[src/verilog/fifo_ctl_pkg.sv]
// shared constants and types for the handshake fifo controller
package fifo_ctl_pkg;
  // ==========================================================
  // word geometry
  localparam int WORD_W = 4;
  localparam int DEPTH = 64;
  // ==========================================================
  // timing: least time between handshake edges
  localparam int CLK_NS = 10;
  localparam int EDGE_GAP_NS = 50;
  localparam int EDGE_GAP_CYC = (EDGE_GAP_NS + CLK_NS - 1) / CLK_NS;
  // master clear low time, ns and cycles
  localparam int CLEAR_NS = 100;
  localparam int CLEAR_CYC = (CLEAR_NS + CLK_NS - 1) / CLK_NS;
  localparam logic [7:0] CNT_ZERO = 8'h00;
  // ==========================================================
  // handshake states, one-hot
  typedef enum logic [3:0] {
    HS_IDLE = 4'b0001,
    HS_RAISE = 4'b0010,
    HS_WAIT_ACK = 4'b0100,
    HS_LOWER = 4'b1000
  } hs_state_t;
endpackage

[src/verilog/word_buf_if.sv]
// valid/ready stream carrier between controller and its buffer
`timescale 1ns/1ps
`default_nettype none
interface word_buf_if #(parameter int W = 4);
  logic valid; // word offered
  logic ready; // word accepted
  logic [W-1:0] data; // word itself
  modport src (output valid, output data, input ready);
  modport dst (input valid, input data, output ready);
endinterface
`default_nettype wire

[src/verilog/word_skid_buf.sv]
// two-entry buffer with valid and ready on both sides
`timescale 1ns/1ps
`default_nettype none
module word_skid_buf #(
  parameter int W = 4
) (
  // clock and reset
  input wire logic clk_i,
  input wire logic rst_i,
  // streams
  word_buf_if.dst in_s,
  word_buf_if.src out_s
);
  // ==========================================================
  // storage: two slots addressed by index
  logic [W-1:0] mem [2];
  logic wr_ptr; // next slot to write
  logic rd_ptr; // next slot to read
  logic [1:0] count; // words held
  logic do_wr;
  logic do_rd;
  assign do_wr = in_s.valid && in_s.ready;
  assign do_rd = out_s.valid && out_s.ready;
  // honest full and empty
  assign in_s.ready = (count != 2'd2);
  assign out_s.valid = (count != 2'd0);
  assign out_s.data = mem[rd_ptr];
  // write side
  always_ff @(posedge clk_i) begin
    if (do_wr) begin
      mem[wr_ptr] <= in_s.data;
    end
  end
  // pointers and fill count
  always_ff @(posedge clk_i) begin
    if (rst_i) begin
      wr_ptr <= 1'b0;
      rd_ptr <= 1'b0;
      count <= 2'd0;
    end else begin
      if (do_wr) begin
        wr_ptr <= ~wr_ptr;
      end
      if (do_rd) begin
        rd_ptr <= ~rd_ptr;
      end
      count <= 2'(count + {1'b0, do_wr} - {1'b0, do_rd});
    end
  end
endmodule
`default_nettype wire

[src/verilog/fifo_host_ctl.sv]
// host controller driving a clockless handshake fifo through its pins
//
// Behaviour
// RULE_01: device input stage loads under handshake
// RULE_02: device output stage governed by handshake
// RULE_03: device moves middle words internally
// RULE_04: device keeps per-word valid flags
// RULE_05: empty fifo: word falls through
// RULE_06: full fifo read: vacancy bubbles back
// RULE_07: device holds 64 words, 4/5 bits
// RULE_08: devices chain for depth, no glue
// RULE_09: pulse master clear low once first
// RULE_10: device raises input ready when free
// RULE_11: rising shift-in with ready captures word
// RULE_12: device drops input ready on shift-in
// RULE_13: lower shift-in only after ready falls
// RULE_14: ready returns after shift-in falls, unless full
// RULE_15: captured word moves inward on fall
// RULE_16: output ready only with valid word
// RULE_17: raise shift-out while output ready
// RULE_18: output word stable while shift-out high
// RULE_19: next word and ready after shift-out falls
// RULE_20: empty: output ready stays low
// RULE_21: shift-in while not ready ignored
// RULE_22: next word moves on shift-out fall
// RULE_23: shift-out while not ready ignored
`timescale 1ns/1ps
`default_nettype none
module fifo_host_ctl
  import fifo_ctl_pkg::*;
#(
  parameter int WORD_WIDTH = WORD_W
) (
  // clock and reset
  input wire logic clk_i,
  input wire logic rst_i,
  // producer side, user words to write
  input wire logic wr_valid_i,
  input wire logic [WORD_WIDTH-1:0] wr_data_i,
  output logic wr_ready_o,
  // consumer side, words read back
  output logic rd_valid_o,
  output logic [WORD_WIDTH-1:0] rd_data_o,
  input wire logic rd_ready_i,
  // fifo input pins
  output logic master_clear_n_o,
  output logic shift_in_o,
  output logic [WORD_WIDTH-1:0] input_word_bus_o,
  input wire logic input_ready_flag_i,
  // fifo output pins
  output logic shift_out_o,
  input wire logic output_ready_flag_i,
  input wire logic [WORD_WIDTH-1:0] output_word_bus_i,
  // status
  output logic init_done_o
);
  // ==========================================================
  // pin synchronisers: first stage read only by second
  logic ir_s1, ir_s2;
  logic or_s1, or_s2;
  logic [WORD_WIDTH-1:0] ob_s1, ob_s2;
  always_ff @(posedge clk_i) begin
    ir_s1 <= input_ready_flag_i;
    ir_s2 <= ir_s1;
    or_s1 <= output_ready_flag_i;
    or_s2 <= or_s1;
    ob_s1 <= output_word_bus_i;
    ob_s2 <= ob_s1;
  end

  // ==========================================================
  // master clear pulse after reset
  logic [7:0] clr_cnt; // low time still to run
  logic init_done; // clear complete
  // RULE_09: one low clear pulse
  always_ff @(posedge clk_i) begin
    if (rst_i) begin
      master_clear_n_o <= 1'b0;
      clr_cnt <= 8'(CLEAR_CYC);
      init_done <= 1'b0;
    end else if (clr_cnt != CNT_ZERO) begin
      clr_cnt <= clr_cnt - 8'd1;
    end else begin
      master_clear_n_o <= 1'b1;
      init_done <= 1'b1;
    end
  end
  assign init_done_o = init_done;

  // ==========================================================
  // write handshake: shift-in strobe
  hs_state_t wr_st; // write state
  logic [7:0] wr_gap; // spacing between edges
  logic wr_ready; // registered accept flag, drives the port directly
  logic next_wr_ready;
  // accept a user word only when idle with the device ready
  // the flag drops on the edge that takes a word, so no second word slips in
  assign next_wr_ready = init_done && (wr_st == HS_IDLE) && ir_s2 && (wr_gap == CNT_ZERO)
    && !(wr_valid_i && wr_ready);
  // accept flag register, one cycle behind the state but never early
  always_ff @(posedge clk_i) begin
    if (rst_i) begin
      wr_ready <= 1'b0;
    end else begin
      wr_ready <= next_wr_ready;
    end
  end
  assign wr_ready_o = wr_ready;
  always_ff @(posedge clk_i) begin
    if (rst_i) begin
      wr_st <= HS_IDLE;
      shift_in_o <= 1'b0;
      input_word_bus_o <= '0;
      wr_gap <= CNT_ZERO;
    end else begin
      if (wr_gap != CNT_ZERO) begin
        wr_gap <= wr_gap - 8'd1;
      end
      case (wr_st)
        HS_IDLE: begin
          // RULE_21: strobe only while input ready high
          if (wr_valid_i && wr_ready) begin
            input_word_bus_o <= wr_data_i;
            wr_gap <= 8'(EDGE_GAP_CYC);
            wr_st <= HS_RAISE;
          end
        end
        HS_RAISE: begin
          // data set up first, then rising edge
          // RULE_11: capture on rising strobe
          if (wr_gap == CNT_ZERO) begin
            shift_in_o <= 1'b1;
            wr_st <= HS_WAIT_ACK;
          end
        end
        HS_WAIT_ACK: begin
          // RULE_13: lower only after ready falls
          if (!ir_s2) begin
            shift_in_o <= 1'b0;
            wr_gap <= 8'(EDGE_GAP_CYC);
            wr_st <= HS_LOWER;
          end
        end
        HS_LOWER: begin
          // hold data past the fall, then return
          if (wr_gap == CNT_ZERO) begin
            wr_st <= HS_IDLE;
          end
        end
        default: begin
          wr_st <= HS_IDLE;
          shift_in_o <= 1'b0;
        end
      endcase
    end
  end

  // ==========================================================
  // read handshake: shift-out strobe feeding the buffer
  word_buf_if #(.W(WORD_WIDTH)) fill_s ();
  word_buf_if #(.W(WORD_WIDTH)) drain_s ();
  hs_state_t rd_st; // read state
  logic [7:0] rd_gap; // settle time for output bus
  logic [WORD_WIDTH-1:0] rd_word; // word captured for buffer
  logic rd_push; // word waiting for buffer
  assign fill_s.valid = rd_push;
  assign fill_s.data = rd_word;
  always_ff @(posedge clk_i) begin
    if (rst_i) begin
      rd_st <= HS_IDLE;
      shift_out_o <= 1'b0;
      rd_gap <= CNT_ZERO;
      rd_word <= '0;
      rd_push <= 1'b0;
    end else begin
      if (rd_gap != CNT_ZERO) begin
        rd_gap <= rd_gap - 8'd1;
      end
      if (rd_push && fill_s.ready) begin
        rd_push <= 1'b0;
      end
      case (rd_st)
        HS_IDLE: begin
          // RULE_23: strobe only while output ready high
          // settle wait covers the bus lagging the flag
          if (init_done && or_s2 && !rd_push) begin
            rd_gap <= 8'(EDGE_GAP_CYC);
            rd_st <= HS_RAISE;
          end
        end
        HS_RAISE: begin
          // RULE_16: take word that the flag vouches for
          if (rd_gap == CNT_ZERO) begin
            rd_word <= ob_s2;
            shift_out_o <= 1'b1;
            rd_st <= HS_WAIT_ACK;
          end
        end
        HS_WAIT_ACK: begin
          // RULE_17: lower after output ready acknowledges
          if (!or_s2) begin
            shift_out_o <= 1'b0;
            rd_push <= 1'b1;
            rd_gap <= 8'(EDGE_GAP_CYC);
            rd_st <= HS_LOWER;
          end
        end
        HS_LOWER: begin
          // RULE_19: wait before looking for next word
          if (rd_gap == CNT_ZERO) begin
            rd_st <= HS_IDLE;
          end
        end
        default: begin
          rd_st <= HS_IDLE;
          shift_out_o <= 1'b0;
        end
      endcase
    end
  end

  // buffer stalls the reader, never loses a word
  word_skid_buf #(.W(WORD_WIDTH)) u_buf (
    .clk_i(clk_i),
    .rst_i(rst_i),
    .in_s(fill_s),
    .out_s(drain_s)
  );

  // ==========================================================
  // registered consumer output stage
  assign drain_s.ready = !rd_valid_o || rd_ready_i;
  always_ff @(posedge clk_i) begin
    if (rst_i) begin
      rd_valid_o <= 1'b0;
      rd_data_o <= '0;
    end else if (drain_s.ready) begin
      rd_valid_o <= drain_s.valid;
      rd_data_o <= drain_s.data;
    end
  end
endmodule
`default_nettype wire

[config.mk]
export PLATFORM = sky130hd
export DESIGN_NAME = fifo_host_ctl
export DESIGN_NICKNAME = d
export VERILOG_FILES = /design/src/verilog/fifo_ctl_pkg.sv /design/src/verilog/word_buf_if.sv /design/src/verilog/word_skid_buf.sv /design/src/verilog/fifo_host_ctl.sv
export SDC_FILE = /design/constraint.sdc
export NUM_CORES = 1
export LEC_CHECK = 0
export ABC_AREA = 1
export BUFFER_PORTS_ARGS = -buffer_cell sky130_fd_sc_hd__buf_2
export CORE_ASPECT_RATIO = 1.5
export CORE_MARGIN = 10
export CORE_UTILIZATION = 50
export DETAILED_ROUTE_END_ITERATION = 8
export PLACE_DENSITY_LB_ADDON = 0.05
export SETUP_SLACK_MARGIN = 0.2
export SYNTH_ARGS = -nofsm -noshare
export SYNTH_HDL_FRONTEND = slang
export SYNTH_SLANG_ARGS = --single-unit
[constraint.sdc]
create_clock -name clk_i -period 1.7 [get_ports clk_i]
set_input_delay 0.255 -clock clk_i [delete_from_list [all_inputs] [get_ports clk_i]]
set_output_delay 0.255 -clock clk_i [all_outputs]
set_load 0.05 [all_outputs]
Word level (Yosys, flattened, before mapping)
Memories as Yosys holds them, arrays and structs flattened. A register that Yosys moved wholly into a read port is not among the register bits.
Cells that the tools add are included.
{"block": "classes", "n_addsub": 5, "n_eq_ne": 17, "n_mux": 29, "bitwise_logic": 4, "reduce_logical": 27}
{"operator": "$mux W8", "n": 6}
{"operator": "$mux W4", "n": 8}
{"operator": "$pmux W4 S4", "n": 2}
{"operator": "$pmux W8 S2", "n": 2}
{"operator": "$reduce_bool A8 Y1", "n": 3}
{"operator": "$sub A8 B1 Y8 const B", "n": 3}
{"operator": "$logic_not A8 Y1", "n": 2}
{"operator": "$ne A2 B2 Y1 const B", "n": 8}
{"operator": "$logic_and A1 B1 Y1", "n": 9}
{"operator": "$mux W1", "n": 9}
{"operator": "$eq A4 B1 Y1 const B", "n": 2}
{"operator": "$eq A4 B2 Y1 const B", "n": 2}
{"operator": "$eq A4 B3 Y1 const B", "n": 2}
{"operator": "$eq A4 B4 Y1 const B", "n": 2}
{"operator": "$reduce_and A4 Y1", "n": 2}
{"operator": "$pmux W1 S3", "n": 2}
{"operator": "$reduce_and A3 Y1", "n": 2}
{"operator": "$not A1 Y1", "n": 4}
{"operator": "$reduce_and A2 Y1", "n": 2}
{"operator": "$reduce_or A2 Y1", "n": 2}
{"operator": "$logic_not A1 Y1", "n": 3}
{"operator": "$add A2 B1 Y2", "n": 1}
{"operator": "$ne A2 B1 Y1 const B", "n": 1}
{"operator": "$reduce_bool A2 Y1", "n": 1}
{"operator": "other kinds (2)", "n": 2}
{"block": "word_totals", "reg_bits": 62, "ramBits": 8, "input_bits": 14, "wordCells": 105, "n_memories": 1}
{"memory": "u_buf.mem", "words": 2, "width": 4, "read_ports": 1, "rd_ports_with_merged_regs": 1, "wr": 1, "line_no": "word_skid_buf.sv:16", "source": "logic [W-1:0] mem [2];"}

Depth between registers and ports, before layout
{"block": "logic_depth", "ltp_word": 5, "mapped_depth": 10}

Cells and area by module
From an unflattened synthesis, not the netlist that was laid out.
{"block": "hier_totals", "hier_cells": 369, "area_unflattened_um2": 3089.2}
{"module": "fifo_host_ctl", "instances": 1, "cells_per_inst": 321, "area_per_inst_um2": 2541.2}
{"module": "word_skid_buf", "instances": 1, "cells_per_inst": 48, "area_per_inst_um2": 548.0}

Worst setup path after synthesis
Ideal clock, no wire load.
{"block": "synth_path", "kind": "register to register", "from": "register rd_valid_o", "to": "register u_buf.count[1]", "setup_ps": 121, "t_arrival_ps": 1909, "setup_slack_ps": -329, "path_stages_with_launch": 10, "n_path_buf": 0, "cell_sequence": "dfxtp_1 nand2_1 o21ai_0 inv_1 ha_1 inv_1 ha_1 xnor2_1 o21ai_0 a21oi_1"}
{"block": "synth_via", "elab_chain_len": 4}
{"element": "from (decl)", "line_no": "fifo_host_ctl.sv:42", "source": "output logic rd_valid_o,"}
{"element": "from (signal assigned)", "line_no": "fifo_host_ctl.sv:238", "source": "rd_valid_o <= drain_s.valid;"}
{"element": "$logic_not A1 Y1", "line_no": "fifo_host_ctl.sv:232", "source": "assign drain_s.ready = !rd_valid_o || rd_ready_i;"}
{"element": "$logic_or A1 B1 Y1", "line_no": "fifo_host_ctl.sv:232"}
{"element": "$logic_and A1 B1 Y1", "line_no": "word_skid_buf.sv:23", "source": "assign do_rd = out_s.valid && out_s.ready;"}
{"element": "named net u_buf.do_rd", "line_no": "word_skid_buf.sv:21", "source": "logic do_rd;"}
{"element": "$sub A2 B1 Y2", "line_no": "word_skid_buf.sv:47", "source": "count <= 2'(count + {1'b0, do_wr} - {1'b0, do_rd});"}
{"element": "to (signal assigned)", "line_no": "word_skid_buf.sv:47"}
{"element": "to (decl)", "line_no": "word_skid_buf.sv:19", "source": "logic [1:0] count;"}
The timed path passes the listed nets, and every way through them passes these cells.
A chain may end at the register's enable or synchronous reset.

Worst setup path after layout
{"block": "layout_path", "from": "register u_buf.count[1]", "to": "register u_buf.count[1]"}
{"block": "layout_via", "elab_cells_between_ends": 6, "cone_classes": "add/sub: 2; eq/ne: 1; reduce/logical: 3"}
{"element": "$reduce_bool A2 Y1", "line_no": "word_skid_buf.sv:26", "source": "assign out_s.valid = (count != 2'd0);"}
{"element": "$logic_and A1 B1 Y1", "line_no": "word_skid_buf.sv:23"}
{"element": "named net u_buf.do_rd", "line_no": "word_skid_buf.sv:21"}
{"element": "$sub A2 B1 Y2", "line_no": "word_skid_buf.sv:47"}
The timed path passes the listed nets, and every way through them passes these cells.

==> reports/metrics.csv <==
metric;value;unit
outcome;complete, no violations;
Rows;34;
DRT antenna net count;0;
synthesized area;0.00302;mm²
slew at the pin closest to its max-slew limit;0.386;ns
CTS root buf;clkbuf_8;
register area share after synthesis;51.7;%
WP data required;1.93;ns
PortBufs;27;
arrival time of the worst setup path;1.67;ns
largest family of logic cells by synthesized area;simple AND/OR/NAND/NOR gates;
Worst-Skew Late Latency;0.35;ns
endpoints failing setup;0;
post-synthesis mux area share;0;%
Final Hold Viols;0;
GRT Residual Overflow;0;
CTS sink cnt;74;
number of synthesized register bits;74;
Detailed Place HPWL;4.13;mm
Placer Congestion;0.794;
via count of the first global-routing pass;2393;
Clock Tree Buf Depth;2;
r2r startpoint;u_buf.count[1]$_SDFF_PP0_;
# diodes;0;
post-synthesis cell type count;31;
1st-iter DRT viols;95;
cts bufs inserted;9;
yosys warns;0;
Slew HR;74.2;%
NumNets Final;428;
GRT met2 Usage;22.5;%
Die Span X;83.5;µm
Setup CP Type;flop to flop;
met1 Usage GRT;11.0;%
Synth Instances;366;
Setup crit end kind;flop;
Worst Skew;0.00877;ns
hold path cells;3;
via count;2375;
Routed WL;5.63;mm
htree depth;3;
GR peak layer;met2;
# IOs;28;
cells on worst reg2reg path;8;
post-synthesis adder-cell area fraction;2.48;%
met3 Usage GRT;4.03;%
Max Cap Violations;0;
simple-gate share of the synthesized area;23.5;%
Residual DRC;0;
Syn-to-layout area delta;17.5;%
largest net degree at the start of global routing;21;
VDD IR max;0.892;mV
post-DR vias/cell;4.90;
layout cells sized above 1;17.7;%
cell leakage power;1.59;nW
Pwr Density;1620;mW/mm²
Achievable Freq;0.694;GHz
core area;0.00583;mm²
R2R Setup Slk;0.26;ns
first-pass GRT wire length;9.58;mm
die area;0.00962;mm²
Starting Density;51.8;%
GRT Overall Usage;11.9;%
crit path time final;1.44;ns
xor/xnor share of the synthesized area;5.22;%
Die Span Y;115;µm
average footprint of a synthesized cell;8.26;µm²
crit path launch type;flop;
drt wl/cell;11.6;µm
placed instance area;0.00324;mm²
worst flop-to-flop path endpoint;u_buf.count[1]$_SDFF_PP0_;
clk slew on worst S/H paths;0.09;ns
DRT Pass-1 Iters;4;
compound-gate portion of the synthesized area;9.48;%
Hold Path Origin;wr_data_i[2];
initial antenna violation count;0;
CTS tree;built;
Post-Syn Nets;386;
period utilization;84.7;%
RSZ-0062 raised after global routing;true;
Hold Path Class;input pin to flop;
Crit Path Max Fanout;3;
Final Max Slew Viols;0;
Final TNS setup;0;ns
WHS Endpoint;input_word_bus_o[2]$_SDFFE_PP0P_;
final instance area;0.00355;mm²
power breakdown:
group          internal [mW]  switching, mW
sequential              2.08          0.247
combinational          0.751           1.27
clock                  0.706          0.700
worst max-delay path by stage:
stage                                    from                        end
finish              u_buf.count[1]$_SDFF_PP0_  u_buf.count[1]$_SDFF_PP0_
global route             wr_gap[0]$_SDFF_PP0_       wr_gap[1]$_SDFF_PP0_
CTS                   rd_valid_o$_SDFFE_PP0N_  u_buf.count[1]$_SDFF_PP0_
detailed placement                 rd_ready_i  u_buf.count[1]$_SDFF_PP0_
global placement                   rd_ready_i  u_buf.count[1]$_SDFF_PP0_
floorplan             rd_valid_o$_SDFFE_PP0N_  u_buf.count[1]$_SDFF_PP0_
repair_timing:
| action | 4_1_cts | 5_1_grt |
|---|---|---|
| hold buffers | 6 | 0 |
| pin swaps | 1 | 2 |
| setup endpoints to repair | 1 | 11 |
| gates resized for setup | 5 | 3 |
| endpoints found under the hold margin | 6 | 0 |
| buffers inserted | 1 | 1 |
through the flow:
stage	utilization, %	setup WS, ns	hold WS [ns]	power (mW)	instances
final	60.9	0.260	0.178	5.76	485
after floorplan	-	0.165	0.283	3.94	366
after global routing	60.9	0.191	0.183	6.23	485
after CTS	60.7	0.220	0.155	5.82	484
after detailed placement	55.6	0.0877	0.315	4.33	461
after global placement	55.6	0.120	0.312	4.29	461
synthesized netlist by cell type:
| library cell | number | share of area, % |
|---|---|---|
| nor2_4 | 2 | 0.75 |
| a31oi_1 | 4 | 0.83 |
| o31ai_1 | 1 | 0.25 |
| nor2_2 | 5 | 1.0 |
| buf_1 | 1 | 0.12 |
| o21ai_0 | 18 | 3.0 |
| a21oi_1 | 26 | 4.3 |
| nor3_2 | 1 | 0.33 |
| nand3_2 | 3 | 0.99 |
| nand3_1 | 23 | 3.8 |
| xor2_1 | 14 | 4.1 |
| buf_6 | 2 | 0.75 |
| ha_1 | 6 | 2.5 |
| inv_1 | 47 | 5.8 |
| inv_2 | 3 | 0.37 |
| o22ai_1 | 1 | 0.21 |
| nor3_1 | 2 | 0.33 |
| nand2_2 | 1 | 0.21 |
| nand4_1 | 5 | 1.0 |
| buf_2 | 1 | 0.17 |
| nand3b_1 | 1 | 0.25 |
| buf_4 | 1 | 0.25 |
| o21ai_1 | 4 | 0.66 |
| clkbuf_2 | 1 | 0.17 |
| edfxtp_1 | 8 | 8.0 |
| xnor2_1 | 4 | 1.2 |
| nand2_1 | 60 | 7.5 |
| dfxtp_1 | 66 | 44 |
| o21bai_1 | 1 | 0.25 |
| nand4_2 | 2 | 0.83 |
| nor2_1 | 52 | 6.5 |
placed cells by master (no fill, tap or decap), types with 4 or more instances in the layout:
cell           count
a21oi_1           26
a31oi_1            4
buf_2             27
buf_4              4
clkbuf_8           9
dfxtp_1           63
dlygate4sd3_1      6
edfxtp_1           8
ha_1               5
inv_1             47
nand2_1           59
nand3_1           23
nand4_1            5
nor2_1            50
nor2_2             7
o21ai_0           15
o21ai_1            6
xor2_1            14
final cells by class:
cell class,count,area [µm²]
Tap cell,72,90.1
Fill cell,528,2280
Clock buffer,9,124
Multi-Input combinational cell,236,1270
Timing Repair Buffer,37,225
Inverter,50,188
Sequential cell,74,1570
Clock inverter,7,83.8
cell families after synthesis:
logic type / after synthesis
AO/OA/AOI/OAI: 55
flip-flops: 74
adder cells (fa/ha/maj): 6
XOR/XNOR: 18
AND/OR/NAND/NOR: 157
buffers and inverters: 56
layer usage:
metal / up-vias / wire length (µm)
met5: - / 0
met4: 0 / 153
met1: 1064 / 2300
met2: 36 / 2970
met3: 16 / 206
li1: 1259 / -
sequential cells by signal (all words and copies together), names as in the netlist, 2 cells and up:
register and count:
rd_gap 8, wr_gap 8, ob_s2 4, wr_st 4
clr_cnt 8, u_buf.count 2, rd_st 4, fill_s.data 4
u_buf.mem 8, rd_data_o 4, ob_s1 4, input_word_bus_o 4
worst max-delay path, cell delays in order (launching register included):
cell and delay [ns]:
dfxtp_2 0.35, o21ai_4 0.14, inv_1 0.06, ha_1 0.27, inv_1 0.04, ha_2 0.17
xnor2_2 0.13, o21ai_1 0.12, a21oi_1 0.05
No activity file was read; power rests on OpenSTA's default activity.
